File: config.mk
export PLATFORM = sky130hd
export DESIGN_NAME = scu_uart
export DESIGN_NICKNAME = d
export VERILOG_FILES = /design/src/hw/scu_pkg.sv /design/src/hw/scu_sync2.sv /design/src/hw/scu_uart.sv
export VERILOG_INCLUDE_DIRS = /design/src /design/src/hw
export SDC_FILE = /design/constraint.sdc
export NUM_CORES = 1
export LEC_CHECK = 0
export BUFFER_PORTS_ARGS = -buffer_cell sky130_fd_sc_hd__buf_4
export CAP_MARGIN = 20
export CORE_MARGIN = 4
export CORE_UTILIZATION = 44
export DETAILED_ROUTE_END_ITERATION = 6
export SLEW_MARGIN = 20
export SYNTH_ARGS = -nofsm -noshare
export SYNTH_HDL_FRONTEND = slang
export SYNTH_SLANG_ARGS = --single-unit
File: constraint.sdc
create_clock -name sys_clk -period 4.62 [get_ports sys_clk]
set_input_delay 0.462 -clock sys_clk [delete_from_list [all_inputs] [get_ports sys_clk]]
set_output_delay 0.462 -clock sys_clk [all_outputs]
set_load 0.01 [all_outputs]
File: src/hw/scu_cfg.svh
// register map, field positions, reset values and timing constants of the uart channel
`ifndef SCU_CFG_SVH
`define SCU_CFG_SVH

// ****************************************************************
// register offsets (byte addresses)
// ****************************************************************
`define SCU_A_MODE 5'h00
`define SCU_A_CMD 5'h04
`define SCU_A_BAUD 5'h08
`define SCU_A_TXD 5'h0c
`define SCU_A_RXD 5'h10
`define SCU_A_STAT 5'h14
`define SCU_A_ERRC 5'h18
`define SCU_A_DESC 5'h1c

// ****************************************************************
// channel mode register fields
// ****************************************************************
`define SCU_M_TXEN 0
`define SCU_M_RXEN 1
`define SCU_M_LEN8 2
`define SCU_M_PAREN 3
`define SCU_M_PARODD 4
`define SCU_M_MDROP 5
`define SCU_M_STOP2 6
`define SCU_M_BRK 7
`define SCU_M_TXPIN 8
`define SCU_M_RXPIN 9
`define SCU_M_SWCD 10
`define SCU_MODE_W 11
`define SCU_MODE_RST 11'h000

// ****************************************************************
// command register bits
// ****************************************************************
`define SCU_C_HALT 0
`define SCU_C_RESUME 1
`define SCU_C_HUNT 2
`define SCU_C_CPRST 3

// ****************************************************************
// status and data field positions, resets
// ****************************************************************
`define SCU_TXD_ADDR 8
`define SCU_RXD_VALID 12
`define SCU_BAUD_RST 16'h000c
`define SCU_DESC_RST 8'h00
`define SCU_LEN8 4'h8
`define SCU_LEN7 4'h7

// ****************************************************************
// sixteen-times sample points
// ****************************************************************
`define SCU_S_LO 4'h7
`define SCU_S_MID 4'h8
`define SCU_S_HI 4'h9
`define SCU_S_TAIL 4'ha
`define SCU_S_LAST 4'hf

// ****************************************************************
// bus answers
// ****************************************************************
`define SCU_OKAY 2'h0
`define SCU_SLVERR 2'h2
`define SCU_STRB_ALL 4'hf

`endif

File: src/hw/scu_pkg.sv
// types shared by the uart channel design
package scu_pkg;
    typedef logic [4:0] scu_addr_t;
    typedef logic [31:0] scu_word_t;
    typedef enum logic [1:0] {RX_OFF, RX_WAIT, RX_BIT, RX_TAIL} scu_rx_e;
    typedef enum logic {TX_IDLE, TX_RUN} scu_tx_e;
endpackage : scu_pkg

File: src/hw/scu_sync2.sv
// two flip-flop synchroniser for one pin
`timescale 1ns/1ps
module scu_sync2 #(
    parameter bit INIT = 1'b1
) (
    input wire logic sys_clk,
    input wire logic reset_n,
    input wire logic pinIn,
    output logic syncOut
);
    logic meta_q;

    // first stage feeds only the second
    always_ff @(posedge sys_clk or negedge reset_n) begin
        if (!reset_n) begin
            meta_q <= INIT;
            syncOut <= INIT;
        end else begin
            meta_q <= pinIn;
            syncOut <= meta_q;
        end
    end
endmodule : scu_sync2

File: src/hw/scu_uart.sv
// asynchronous uart channel with axi4-lite register slave
`timescale 1ns/1ps
`include "scu_cfg.svh"

module scu_uart (
    input wire logic sys_clk,
    input wire logic reset_n,
    input wire logic awvalid,
    output logic awready,
    input wire scu_pkg::scu_addr_t awaddr,
    input wire logic wvalid,
    output logic wready,
    input wire scu_pkg::scu_word_t wdata,
    input wire logic [3:0] wstrb,
    output logic bvalid,
    input wire logic bready,
    output logic [1:0] bresp,
    input wire logic arvalid,
    output logic arready,
    input wire scu_pkg::scu_addr_t araddr,
    output logic rvalid,
    input wire logic rready,
    output scu_pkg::scu_word_t rdata,
    output logic [1:0] rresp,
    output logic serialOut,
    input wire logic serialIn,
    input wire logic rx_bit_clock,
    input wire logic tx_bit_clock,
    input wire logic carrier_detect_pin_n,
    input wire logic clearToSend_n,
    output logic requestToSend_n,
    output logic coreWake
);
    import scu_pkg::*;

    // ****************************************************************
    // state
    // ****************************************************************
    logic [`SCU_MODE_W-1:0] mode_q;
    logic [15:0] baudDiv_q, baudCnt_q, noiseCnt_q, frameCnt_q;
    logic [7:0] txDesc_q, rxDesc_q, quietCnt_q;
    logic awHave_q, wHave_q, cpRst_q, halt_q, sleep_q, quietFlag_q;
    scu_addr_t awAddr_q;
    scu_word_t wData_q;
    logic [3:0] wStrb_q;
    logic [8:0] txHold_q, txDat_q;
    logic holdFull_q, txPar_q, txUsed_q, rxUsed_q, txEnPrev_q, rxEnPrev_q;
    logic rxValid_q, s0_q, s1_q;
    logic [11:0] rxHold_q;
    logic [11:0] rxBits_q;
    logic [3:0] rxSmp_q, rxIdx_q, txSmp_q, txIdx_q;
    logic rclkPrev_q, tclkPrev_q;
    scu_rx_e rxSt_q;
    scu_tx_e txSt_q;
    logic rxIn, rclkS, tclkS, cdS, ctsS;

    // ****************************************************************
    // pin synchronisers
    // ****************************************************************
    scu_sync2 #(.INIT(1'b1)) syRxd (.sys_clk(sys_clk), .reset_n(reset_n),
        .pinIn(serialIn), .syncOut(rxIn));
    scu_sync2 #(.INIT(1'b0)) syRclk (.sys_clk(sys_clk), .reset_n(reset_n),
        .pinIn(rx_bit_clock), .syncOut(rclkS));
    scu_sync2 #(.INIT(1'b0)) syTclk (.sys_clk(sys_clk), .reset_n(reset_n),
        .pinIn(tx_bit_clock), .syncOut(tclkS));
    scu_sync2 #(.INIT(1'b1)) syCd (.sys_clk(sys_clk), .reset_n(reset_n),
        .pinIn(carrier_detect_pin_n), .syncOut(cdS));
    scu_sync2 #(.INIT(1'b1)) syCts (.sys_clk(sys_clk), .reset_n(reset_n),
        .pinIn(clearToSend_n), .syncOut(ctsS));

    // ****************************************************************
    // decode and datapath wires
    // ****************************************************************
    wire txEn = mode_q[`SCU_M_TXEN];
    wire rxEn = mode_q[`SCU_M_RXEN];
    wire md = mode_q[`SCU_M_MDROP];
    wire parEn = mode_q[`SCU_M_PAREN];
    wire parOdd = mode_q[`SCU_M_PARODD];
    wire [3:0] nBits = mode_q[`SCU_M_LEN8] ? `SCU_LEN8 : `SCU_LEN7;
    wire [3:0] rxLast = nBits + {3'h0, md} + {3'h0, parEn} + 4'h1;
    wire [3:0] txLast = rxLast + {3'h0, mode_q[`SCU_M_STOP2]};
    wire baudTick = baudCnt_q >= baudDiv_q; // a smaller divisor never strands the counter
    // each direction picks its own sixteen-times clock
    wire rxTick = mode_q[`SCU_M_RXPIN] ? (rclkS & ~rclkPrev_q) : baudTick;
    wire txTick = mode_q[`SCU_M_TXPIN] ? (tclkS & ~tclkPrev_q) : baudTick;
    wire wrFire = awHave_q & wHave_q & ~bvalid;
    wire wrOk = wrFire & (wStrb_q == `SCU_STRB_ALL);
    wire wrMap = awAddr_q <= `SCU_A_DESC && awAddr_q[1:0] == 2'h0;
    wire wMode = wrOk & awAddr_q == `SCU_A_MODE;
    wire wCmd = wrOk & awAddr_q == `SCU_A_CMD;
    wire wTx = wrOk & awAddr_q == `SCU_A_TXD;
    wire rdFire = arvalid & arready;
    wire rdMap = araddr <= `SCU_A_DESC && araddr[1:0] == 2'h0;
    wire rdRx = rdFire & araddr == `SCU_A_RXD;
    wire vote = (s0_q & s1_q) | (s0_q & rxIn) | (s1_q & rxIn);
    wire noise = ~((s0_q == s1_q) & (s1_q == rxIn));
    wire rxSamp = rxSt_q == RX_BIT & rxTick & rxSmp_q == `SCU_S_HI;
    wire rxDone = rxSamp & rxIdx_q == rxLast & rxIdx_q != 4'h0;
    wire [11:0] parMask = ((12'h1 << rxLast) - 12'h1) & ~12'h1;
    wire brk = (rxBits_q & parMask) == 12'h0 & ~vote;
    wire frameErr = ~vote & ~brk;
    wire parErr = parEn & ((^(rxBits_q & parMask)) != parOdd);
    wire rxAddr = md & rxBits_q[nBits + 4'h1];
    wire [7:0] rxData = rxBits_q[8:1] & {~nBits[0], 7'h7f};
    wire accept = rxDone & (~sleep_q | rxAddr);
    wire [7:0] frameTicks = {rxLast + 4'h1, 4'h0};
    wire quietRise = rxTick & rxIn & quietCnt_q == frameTicks & ~quietFlag_q;
    wire quietOut = (~mode_q[`SCU_M_SWCD] & cdS) | quietFlag_q;
    wire txLoad = txSt_q == TX_IDLE & txEn & holdFull_q & ~halt_q & ~ctsS;
    wire [8:0] txShift = txDat_q >> (txIdx_q - 4'h1);
    wire txBit = txIdx_q == 4'h0 ? 1'b0 :
        txIdx_q <= nBits ? txShift[0] :
        (md & txIdx_q == nBits + 4'h1) ? txDat_q[`SCU_TXD_ADDR] :
        (parEn & txIdx_q == nBits + 4'h1 + {3'h0, md}) ? txPar_q : 1'b1;
    wire [8:0] holdMask = {md, ~nBits[0], 7'h7f};
    wire holdPar = ^(txHold_q & holdMask) ^ parOdd;
    wire [31:0] rdMux =
        araddr == `SCU_A_MODE ? {21'h0, mode_q} :
        araddr == `SCU_A_BAUD ? {16'h0, baudDiv_q} :
        araddr == `SCU_A_TXD ? {23'h0, txHold_q} :
        araddr == `SCU_A_RXD ? {19'h0, rxValid_q, rxHold_q} :
        araddr == `SCU_A_STAT ? {24'h0, halt_q, sleep_q, rxValid_q, holdFull_q,
            txSt_q == TX_RUN, ctsS, cdS, quietOut} :
        araddr == `SCU_A_ERRC ? {frameCnt_q, noiseCnt_q} :
        araddr == `SCU_A_DESC ? {16'h0, rxDesc_q, txDesc_q} : 32'h0;

    // ****************************************************************
    // axi4-lite slave handshakes
    // ****************************************************************
    always_ff @(posedge sys_clk or negedge reset_n) begin
        if (!reset_n) begin
            awHave_q <= 1'b0;
            wHave_q <= 1'b0;
            awAddr_q <= '0;
            wData_q <= '0;
            wStrb_q <= 4'h0;
            bvalid <= 1'b0;
            bresp <= `SCU_OKAY;
            rvalid <= 1'b0;
            rdata <= '0;
            rresp <= `SCU_OKAY;
            arready <= 1'b1;
        end else begin
            if (awvalid & awready) begin
                awHave_q <= 1'b1;
                awAddr_q <= awaddr;
            end else if (wrFire) begin
                awHave_q <= 1'b0;
            end
            if (wvalid & wready) begin
                wHave_q <= 1'b1;
                wData_q <= wdata;
                wStrb_q <= wstrb;
            end else if (wrFire) begin
                wHave_q <= 1'b0;
            end
            if (wrFire) begin
                bvalid <= 1'b1;
                bresp <= (wrMap & wStrb_q == `SCU_STRB_ALL) ? `SCU_OKAY : `SCU_SLVERR;
            end else if (bready) begin
                bvalid <= 1'b0;
            end
            if (rdFire) begin
                rvalid <= 1'b1;
                arready <= 1'b0;
                rdata <= rdMux;
                rresp <= rdMap ? `SCU_OKAY : `SCU_SLVERR;
            end else if (rvalid & rready) begin
                rvalid <= 1'b0;
                arready <= 1'b1;
            end
        end
    end
    assign awready = ~awHave_q;
    assign wready = ~wHave_q;

    // ****************************************************************
    // software registers, command reset and buffer closing
    // ****************************************************************
    always_ff @(posedge sys_clk or negedge reset_n) begin
        if (!reset_n) begin
            mode_q <= `SCU_MODE_RST;
            baudDiv_q <= `SCU_BAUD_RST;
            cpRst_q <= 1'b0;
            halt_q <= 1'b0;
            txDesc_q <= `SCU_DESC_RST;
            rxDesc_q <= `SCU_DESC_RST;
            txEnPrev_q <= 1'b0;
            rxEnPrev_q <= 1'b0;
        end else if (cpRst_q) begin
            mode_q <= `SCU_MODE_RST;
            baudDiv_q <= `SCU_BAUD_RST;
            cpRst_q <= 1'b0;
            halt_q <= 1'b0;
            txDesc_q <= `SCU_DESC_RST;
            rxDesc_q <= `SCU_DESC_RST;
            txEnPrev_q <= 1'b0;
            rxEnPrev_q <= 1'b0;
        end else begin
            txEnPrev_q <= txEn;
            rxEnPrev_q <= rxEn;
            if (wMode) mode_q <= wData_q[`SCU_MODE_W-1:0];
            if (wrOk & awAddr_q == `SCU_A_BAUD) baudDiv_q <= wData_q[15:0];
            cpRst_q <= wCmd & wData_q[`SCU_C_CPRST];
            if (wCmd & wData_q[`SCU_C_HALT]) halt_q <= 1'b1;
            else if (wCmd & wData_q[`SCU_C_RESUME]) halt_q <= 1'b0;
            // indices survive disable; a used buffer is closed
            if (wrOk & awAddr_q == `SCU_A_DESC) begin
                txDesc_q <= wData_q[7:0];
                rxDesc_q <= wData_q[15:8];
            end else begin
                if (txEnPrev_q & ~txEn & txUsed_q) txDesc_q <= txDesc_q + 8'h1;
                if (rxEnPrev_q & ~rxEn & rxUsed_q) rxDesc_q <= rxDesc_q + 8'h1;
            end
        end
    end

    // baud generator and pin clock edge history
    always_ff @(posedge sys_clk or negedge reset_n) begin
        if (!reset_n) begin
            baudCnt_q <= 16'h0;
            rclkPrev_q <= 1'b0;
            tclkPrev_q <= 1'b0;
        end else begin
            baudCnt_q <= (baudTick | cpRst_q) ? 16'h0 : baudCnt_q + 16'h1;
            rclkPrev_q <= rclkS;
            tclkPrev_q <= tclkS;
        end
    end

    // ****************************************************************
    // receiver sequencer: sixteen ticks per bit, vote at centre
    // ****************************************************************
    always_ff @(posedge sys_clk or negedge reset_n) begin
        if (!reset_n) begin
            rxSt_q <= RX_OFF;
            rxSmp_q <= 4'h0;
            rxIdx_q <= 4'h0;
            rxBits_q <= 12'h0;
            s0_q <= 1'b1;
            s1_q <= 1'b1;
        end else if (cpRst_q | ~rxEn) begin
            rxSt_q <= RX_OFF;
            rxSmp_q <= 4'h0;
            rxIdx_q <= 4'h0;
        end else begin
            case (rxSt_q)
                RX_OFF: rxSt_q <= RX_WAIT;
                RX_WAIT: if (rxTick & ~rxIn) begin
                    rxSt_q <= RX_BIT;
                    rxSmp_q <= 4'h0;
                    rxIdx_q <= 4'h0;
                end
                RX_BIT: if (rxTick) begin
                    rxSmp_q <= rxSmp_q + 4'h1;
                    if (rxSmp_q == `SCU_S_LO) s0_q <= rxIn;
                    if (rxSmp_q == `SCU_S_MID) s1_q <= rxIn;
                    if (rxSmp_q == `SCU_S_HI) begin
                        rxBits_q[rxIdx_q] <= vote;
                        if (rxIdx_q == 4'h0 & vote) rxSt_q <= RX_WAIT;
                        else if (rxIdx_q == rxLast) rxSt_q <= RX_TAIL;
                    end
                    if (rxSmp_q == `SCU_S_LAST) rxIdx_q <= rxIdx_q + 4'h1;
                end
                RX_TAIL: if (rxTick) begin
                    rxSmp_q <= rxSmp_q + 4'h1;
                    if (rxSmp_q == `SCU_S_TAIL) rxSt_q <= RX_WAIT;
                end
                default: rxSt_q <= RX_OFF;
            endcase
        end
    end

    // receive holding, error counters, quiet line and wakeup
    always_ff @(posedge sys_clk or negedge reset_n) begin
        if (!reset_n) begin
            rxHold_q <= 12'h0;
            rxValid_q <= 1'b0;
            rxUsed_q <= 1'b0;
            noiseCnt_q <= 16'h0;
            frameCnt_q <= 16'h0;
            quietCnt_q <= 8'h0;
            quietFlag_q <= 1'b0;
            sleep_q <= 1'b0;
            coreWake <= 1'b0;
        end else if (cpRst_q) begin
            rxHold_q <= 12'h0;
            rxValid_q <= 1'b0;
            rxUsed_q <= 1'b0;
            noiseCnt_q <= 16'h0;
            frameCnt_q <= 16'h0;
            quietCnt_q <= 8'h0;
            quietFlag_q <= 1'b0;
            sleep_q <= 1'b0;
            coreWake <= 1'b0;
        end else begin
            if (accept) begin
                rxHold_q <= {brk, frameErr, parErr, rxAddr, rxData};
                rxUsed_q <= 1'b1;
            end else if (rxEnPrev_q & ~rxEn) begin
                rxUsed_q <= 1'b0;
            end
            rxValid_q <= accept | (rxValid_q & ~rdRx);
            if (rxSamp & noise) noiseCnt_q <= noiseCnt_q + 16'h1;
            if (rxDone & frameErr) frameCnt_q <= frameCnt_q + 16'h1;
            if (~rxEn) begin
                quietCnt_q <= 8'h0;
                quietFlag_q <= 1'b0;
            end else if (rxTick & ~rxIn) begin
                quietCnt_q <= 8'h0;
                quietFlag_q <= 1'b0;
            end else if (rxTick & quietCnt_q == frameTicks) begin
                quietFlag_q <= 1'b1;
            end else if (rxTick) begin
                quietCnt_q <= quietCnt_q + 8'h1;
            end
            if (wCmd & wData_q[`SCU_C_HUNT]) sleep_q <= md;
            else if (quietRise | (rxDone & rxAddr)) sleep_q <= 1'b0;
            coreWake <= sleep_q & rxEn & (quietRise | (rxDone & rxAddr));
        end
    end

    // ****************************************************************
    // transmitter
    // ****************************************************************
    always_ff @(posedge sys_clk or negedge reset_n) begin
        if (!reset_n) begin
            txSt_q <= TX_IDLE;
            txSmp_q <= 4'h0;
            txIdx_q <= 4'h0;
            txDat_q <= 9'h0;
            txPar_q <= 1'b0;
            txHold_q <= 9'h0;
            holdFull_q <= 1'b0;
            txUsed_q <= 1'b0;
            serialOut <= 1'b1;
            requestToSend_n <= 1'b1;
        end else if (cpRst_q) begin
            txSt_q <= TX_IDLE;
            txSmp_q <= 4'h0;
            txIdx_q <= 4'h0;
            holdFull_q <= 1'b0;
            txUsed_q <= 1'b0;
            serialOut <= 1'b1;
            requestToSend_n <= 1'b1;
        end else begin
            if (wTx) begin
                txHold_q <= wData_q[8:0];
                holdFull_q <= 1'b1;
            end else if (txLoad) begin
                holdFull_q <= 1'b0;
            end
            if (~txEn) begin
                txSt_q <= TX_IDLE;
                txSmp_q <= 4'h0;
                txIdx_q <= 4'h0;
                if (txEnPrev_q) txUsed_q <= 1'b0;
            end else if (txLoad) begin
                txSt_q <= TX_RUN;
                txDat_q <= txHold_q & holdMask;
                txPar_q <= holdPar;
            end else if (txSt_q == TX_RUN & txTick) begin
                txSmp_q <= txSmp_q + 4'h1;
                if (txSmp_q == `SCU_S_LAST) begin
                    txIdx_q <= txIdx_q + 4'h1;
                    if (txIdx_q == txLast) begin
                        txSt_q <= TX_IDLE;
                        txIdx_q <= 4'h0;
                        txUsed_q <= 1'b1;
                    end
                end
            end
            // idle line is high, break forces a continuous low while the transmitter is enabled
            serialOut <= ~txEn | (~mode_q[`SCU_M_BRK] & (txSt_q != TX_RUN | txBit));
            requestToSend_n <= txSt_q != TX_RUN;
        end
    end
endmodule : scu_uart
# == Yosys cells after proc, flatten, opt, wreduce, memory -nomap -nowiden ==
# Index checks and enable logic that the tools add are counted.
# op_classes
add_sub_neg,19
magnitude_cmp,7
eq_ne,46
shift,2
muxes,115
n_bitwise,94
reduce_logical,46
# op_table
cell,n
$mux 32,6
$mux 16,8
$mux 8,11
$mux 4,17
$and 1x1->1,58
$mux 1,53
$add 16x1->16 const B,3
$add 4x1->4 const B,7
$reduce_bool 3->1,9
$eq 5x5->1 const B,5
$add 8x1->8 const B,3
$eq 4x4->1 const B,6
$mux 12,2
$ne 4x1->1 const B,6
$mux 11,2
$not 1->1,22
$eq 5x4->1 const B,4
$mux 2,10
$ne 3x1->1 const B,6
$reduce_bool 2->1,9
$add 4x1->4,4
$eq 4x4->1,4
$ge 16x16->1,1
$pmux 4 s2,2
other kinds (41),71
# totals
ff_bits,254
inputBits,58

# == Depth between registers and ports, before layout ==
# logic_depth
depth_word,14
ltp_mapped,20
ltp_nobuf,18

# == Cells and area by module ==
# Synthesis repeated with hierarchy kept, for this count alone.
# hier_totals
hier_cells,1357
area_unflattened_um2,13513.0
# by_module_without_submodules
mod,instances,cells_each,area_per_inst_um2
scu_uart,1,1347,13255.2
scu_sync2 (syCd ...),3,2,52.6
scu_sync2 (syRclk ...),2,2,50.0

# == Worst setup path after synthesis ==
# No wires, ideal clock.
# synth_path
path_type,reg-to-reg
from,register mode_q[3]
to,register frameCnt_q[15]
setup_time_ns,0.078
t_arrival_ns,4.008
required_ns,4.542
slack_ns,0.534
stages_incl_launch_ff,20
path_buffers,2
period_less_slack_ns,4.086
path_cell_list,dfrtp_1 inv_1 ha_1 inv_1 ha_1 and2_1 buf_4 nor2_1 nand4b_1 ha_1 buf_2 nand2b_1 or4_4 o211ai_2 nor4b_1 and4b_4 a31oi_4 nand3_4 or4_1 a21oi_1
# synth_via
elab_chain_len,11
elab_cells_between_ends,14
# synth_lines
item,line_no,text
start: declaration,scu_uart.sv:39,logic [`SCU_MODE_W-1:0] mode_q;
start signal: assignment,scu_uart.sv:182,mode_q <= `SCU_MODE_RST;
start signal: assignment,scu_uart.sv:191,mode_q <= `SCU_MODE_RST;
start signal: assignment,scu_uart.sv:202,if (wMode) mode_q <= wData_q[`SCU_MODE_W-1:0];
$add 4x1->4 (*) (2 in a row),scu_uart.sv:80,"wire [3:0] rxLast = nBits + {3'h0, md} + {3'h0, parEn} + 4'h1;"
$shl 1x4->12,scu_uart.sv:99,wire [11:0] parMask = ((12'h1 << rxLast) - 12'h1) & ~12'h1;
$sub 12x1->12,scu_uart.sv:99,
$and 12x12->12,scu_uart.sv:100,wire brk = (rxBits_q & parMask) == 12'h0 & ~vote;
$logic_not 12->1,scu_uart.sv:100,
$and 1x1->1,scu_uart.sv:100,
$not 1->1,scu_uart.sv:101,wire frameErr = ~vote & ~brk;
$and 1x1->1,scu_uart.sv:101,
$and 1x1->1 (*),scu_uart.sv:305,if (rxDone & frameErr) frameCnt_q <= frameCnt_q + 16'h1;
$reduce_bool 2->1 (no source line) (*),--,
end signal: assignment,scu_uart.sv:305,
end: declaration,scu_uart.sv:40,"logic [15:0] baudDiv_q, baudCnt_q, noiseCnt_q, frameCnt_q;"
# Mark *: on every way between the ends. The rest lies on a longest branch, timed or not.
# A chain may end at the register's enable or synchronous reset.

# == Final worst setup path ==
# Same ends and word-level chain as after synthesis.

==> impl_metrics.json <==
{
  "cts.sink_count": 251,
  "insertion_delay_ns": 0.53,
  "gp_congestion": 0.877,
  "leakagePower_nw": 6.77,
  "post-synth-top-count-cell": "dfrtp_1",
  "row_count": 63,
  "syn_avg_cell_area_sq_um": 9.87,
  "crit_path_cell_trace": "inv_1 > ha_1 > inv_1 > ha_1 > ha_2 > nand2_1 > o21ai_4 > inv_2 > ha_1 > buf_4 > nand2b_1 > nor2_1 > o21ai_0 > o22ai_1 > and4b_4 > a31oi_4 > nand3_4 > or4_1 > a21oi_1",
  "worstMarginPinSlew_ns": 0.992,
  "rsz0062_at_grt": "false",
  "drc": 1,
  "violations": "design-rule violations",
  "path_common_cell": "ha_1",
  "antenna_found_initial": 0,
  "wl_mm": 33.9,
  "hold_class": "input pin to flip-flop",
  "synth_cell_types": 76,
  "cp_max_fo": 9,
  "cts_buffers": 27,
  "track_usage": 0.202,
  "min_period_over_period": 0.920,
  "area_growth_pct": 15.3,
  "critical_path_arrival_ns": 4.71,
  "max_freq_ghz": 0.235,
  "drv_slew": 0,
  "slowest_stage": "or4_1",
  "cp_top_family": "simple AND/OR/NAND/NOR gates",
  "ys_ff_latch": 251,
  "drt_iter0_drc": 826,
  "ioPinCount": 102,
  "multi_input_area_sq_mm": 0.00658,
  "n_fill_cell": 2720,
  "ir_drop_mv": 0.350,
  "power.total_mw": 6.36,
  "relSlewSlack": 0.334,
  "ys_seq_area_frac": 0.473,
  "crit_type": "flip-flop to flip-flop",
  "grt_start_max_net_pins": 109,
  "fin_skew_ns": 0.0117,
  "grt_overflow_total": 0,
  "die_h_um": 182,
  "clk_root_buffer_cell": "clkbuf_16",
  "worstSetupStartpointType": "flip-flop",
  "setup_violations": 0,
  "dp_hpwl_mm": 24.2,
  "synth_top_cell_by_area": "dfrtp_1",
  "ant_nets": 0,
  "min_period_ns": 4.25,
  "start_util": 0.448,
  "synth_top_area_frac": 0.447,
  "die_x_um": 182,
  "wl_per_cell_um": 18.5,
  "path_clk_slew_ns": 0.06,
  "synthCells": 1349,
  "portBuffers": 83,
  "critPathMaxStageDelay_ns": 0.52,
  "dr.pass1.iters": 7,
  "seqCellArea_sq_mm": 0.00630,
  "required_ns": 5.08,
  "worst-path-buf-inv": 4,
  "grt_pass1_wl_mm": 54.7,
  "synth-warning-count": 0,
  "htreeDepth": 1,
  "finalNetCount": 1533,
  "fin_setup_tns_ns": 0,
  "num_antenna_cells": 0,
  "status": "complete, but fails checks",
  "dieArea_sq_mm": 0.0331,
  "synthTopCellsByCount": "dfrtp_1, nand2_1, nor2_1",
  "drv_cap": 0,
  "synth_edf_count": 0,
  "core_area_sq_mm": 0.0297,
  "cts_tree": "built",
  "grt_pass1_vias": 10100,
  "vias_per_cell": 5.59,
  "ys_top_cells_by_area": "dfrtp_1, ha_1, nand2_1",
  "vias": 10200,
  "ys.flop_type": "dfrtp_1",
  "drive_gt1_frac": 0.166,
  "clockBufferDepth": 3,
  "p_per_area_mw_per_mm2": 414,
  "endpoint_kind": "flip-flop",
  "hold_viol": 0,
  "netlist_area_sq_mm": 0.0133,
  "synthArstFlopShare": 1.00
}
## metrics by stage
step	worst slack, ns	cells	instance area, sq um	util	hold slack [ns]
6_report	0.367	1832	15300	0.516	0.0397
3_5_place_dp	0.192	1782	14400	0.483	0.335
2_1_floorplan	0.534	1350	13300	-	0.166
5_1_grt	0.0138	1832	15300	0.516	0.0243
4_1_cts	0.181	1832	15300	0.515	0.0182
3_3_place_gp	0.210	1782	14400	0.483	0.338
## routing by layer
layer | vias to the layer above | wire (um) | track usage
met1 | 4996 | 16300 | 0.302
met3 | 60 | 1640 | 0.0270
li1 | 4922 | - | -
met5 | - | 0 | 0
met4 | 0 | 996 | 0.0540
met2 | 262 | 15000 | 0.312
## worst reg2reg max path, delay by kind of cell, from the launching register on
kind	cells	cell delay, ns
AND/OR/NAND/NOR	6	1.28
adder cells (fa/ha/maj)	4	1.07
AO/OA/AOI/OAI	5	0.93
buffers and inverters	4	0.47
flip-flops	1	0.42
## cell type report
class | instances | share of cell area
Multi-Input combinational cell | 978 | 0.429
Sequential cell | 251 | 0.410
Timing Repair Buffer | 109 | 0.0548
Clock buffer | 41 | 0.0514
Tap cell | 390 | 0.0318
Inverter | 55 | 0.0135
Clock inverter | 8 | 0.00954
## kinds of logic after synthesis
group | synth area share
adders and majority gates | 0.0504
DFF | 0.473
buffers and inverters | 0.0373
AOI/OAI and AO/OA | 0.138
and+or+nand+nor | 0.168
muxes | 0.0710
other | 0.000282
xor gates and xnor gates | 0.0619
## report_power, final
group | internal [mW] | switching, mW
sequential | 2.45 | 0.319
clock | 1.39 | 0.881
combinational | 0.530 | 0.786
total | 4.37 | 1.99
## registers in the layout (all words and copies together) (netlist names), 2 cells and up
name        flops
frameCnt_q     16
rxBits_q       11
awAddr_q        5
mode_q         11
baudDiv_q      16
quietCnt_q      8
noiseCnt_q     16
txIdx_q         4
rdata          32
txHold_q        9
rxSt_q          2
txDat_q         9
wStrb_q         4
rxSmp_q         4
txDesc_q        8
baudCnt_q      16
rxIdx_q         4
rxHold_q       12
wData_q        16
txSmp_q         4
rxDesc_q        8
## cells in the final DEF, fill, tap and decap left out, types with 17 or more instances in the layout
cell type | Yosys | final
inv_1 | 53 | 53
xnor2_1 | 48 | 48
buf_4 | 3 | 106
nand4_1 | 19 | 19
a22o_1 | 19 | 19
ha_1 | 52 | 51
a21oi_1 | 68 | 68
nor2_1 | 115 | 115
o21ai_0 | 60 | 60
nand2_1 | 156 | 155
a211oi_1 | 22 | 22
xor2_1 | 41 | 41
dfrtp_1 | 238 | 236
nand3_1 | 51 | 51
clkbuf_16 | 0 | 27
nor3_1 | 20 | 17
a31oi_1 | 17 | 17
mux2_2 | 47 | 47
mux2i_1 | 31 | 31
## what timing repair did
| action | in CTS | in global routing |
|---|---|---|
| endpoints found under the hold margin | 3 | 0 |
| setup buffers | 0 | 0 |
| resized for setup | 0 | 5 |
| hold buffers | 1 | 0 |
| endpoints found under the setup margin | 0 | 6 |
## path summary, 6_finish.rpt
kind	start	endpoint	slack, ns	cells past startpoint
max	mode_q[3]$_DFFE_PN0P_	frameCnt_q[15]$_DFFE_PN0P_	0.37	19
min	clearToSend_n	syCts.meta_q$_DFF_PN1_	0.04	1
max reg2reg	mode_q[3]$_DFFE_PN0P_	frameCnt_q[15]$_DFFE_PN0P_	0.37	19
min reg2reg	syTclk.meta_q$_DFF_PN0_	syTclk.syncOut$_DFF_PN0_	0.34	0
max in group asynchronous	reset_n	rdata[23]$_DFFE_PN0P_	2.95	3
min in group asynchronous	reset_n	quietCnt_q[2]$_DFFE_PN0P_	0.52	2
No activity file was read; power rests on OpenSTA's default activity.
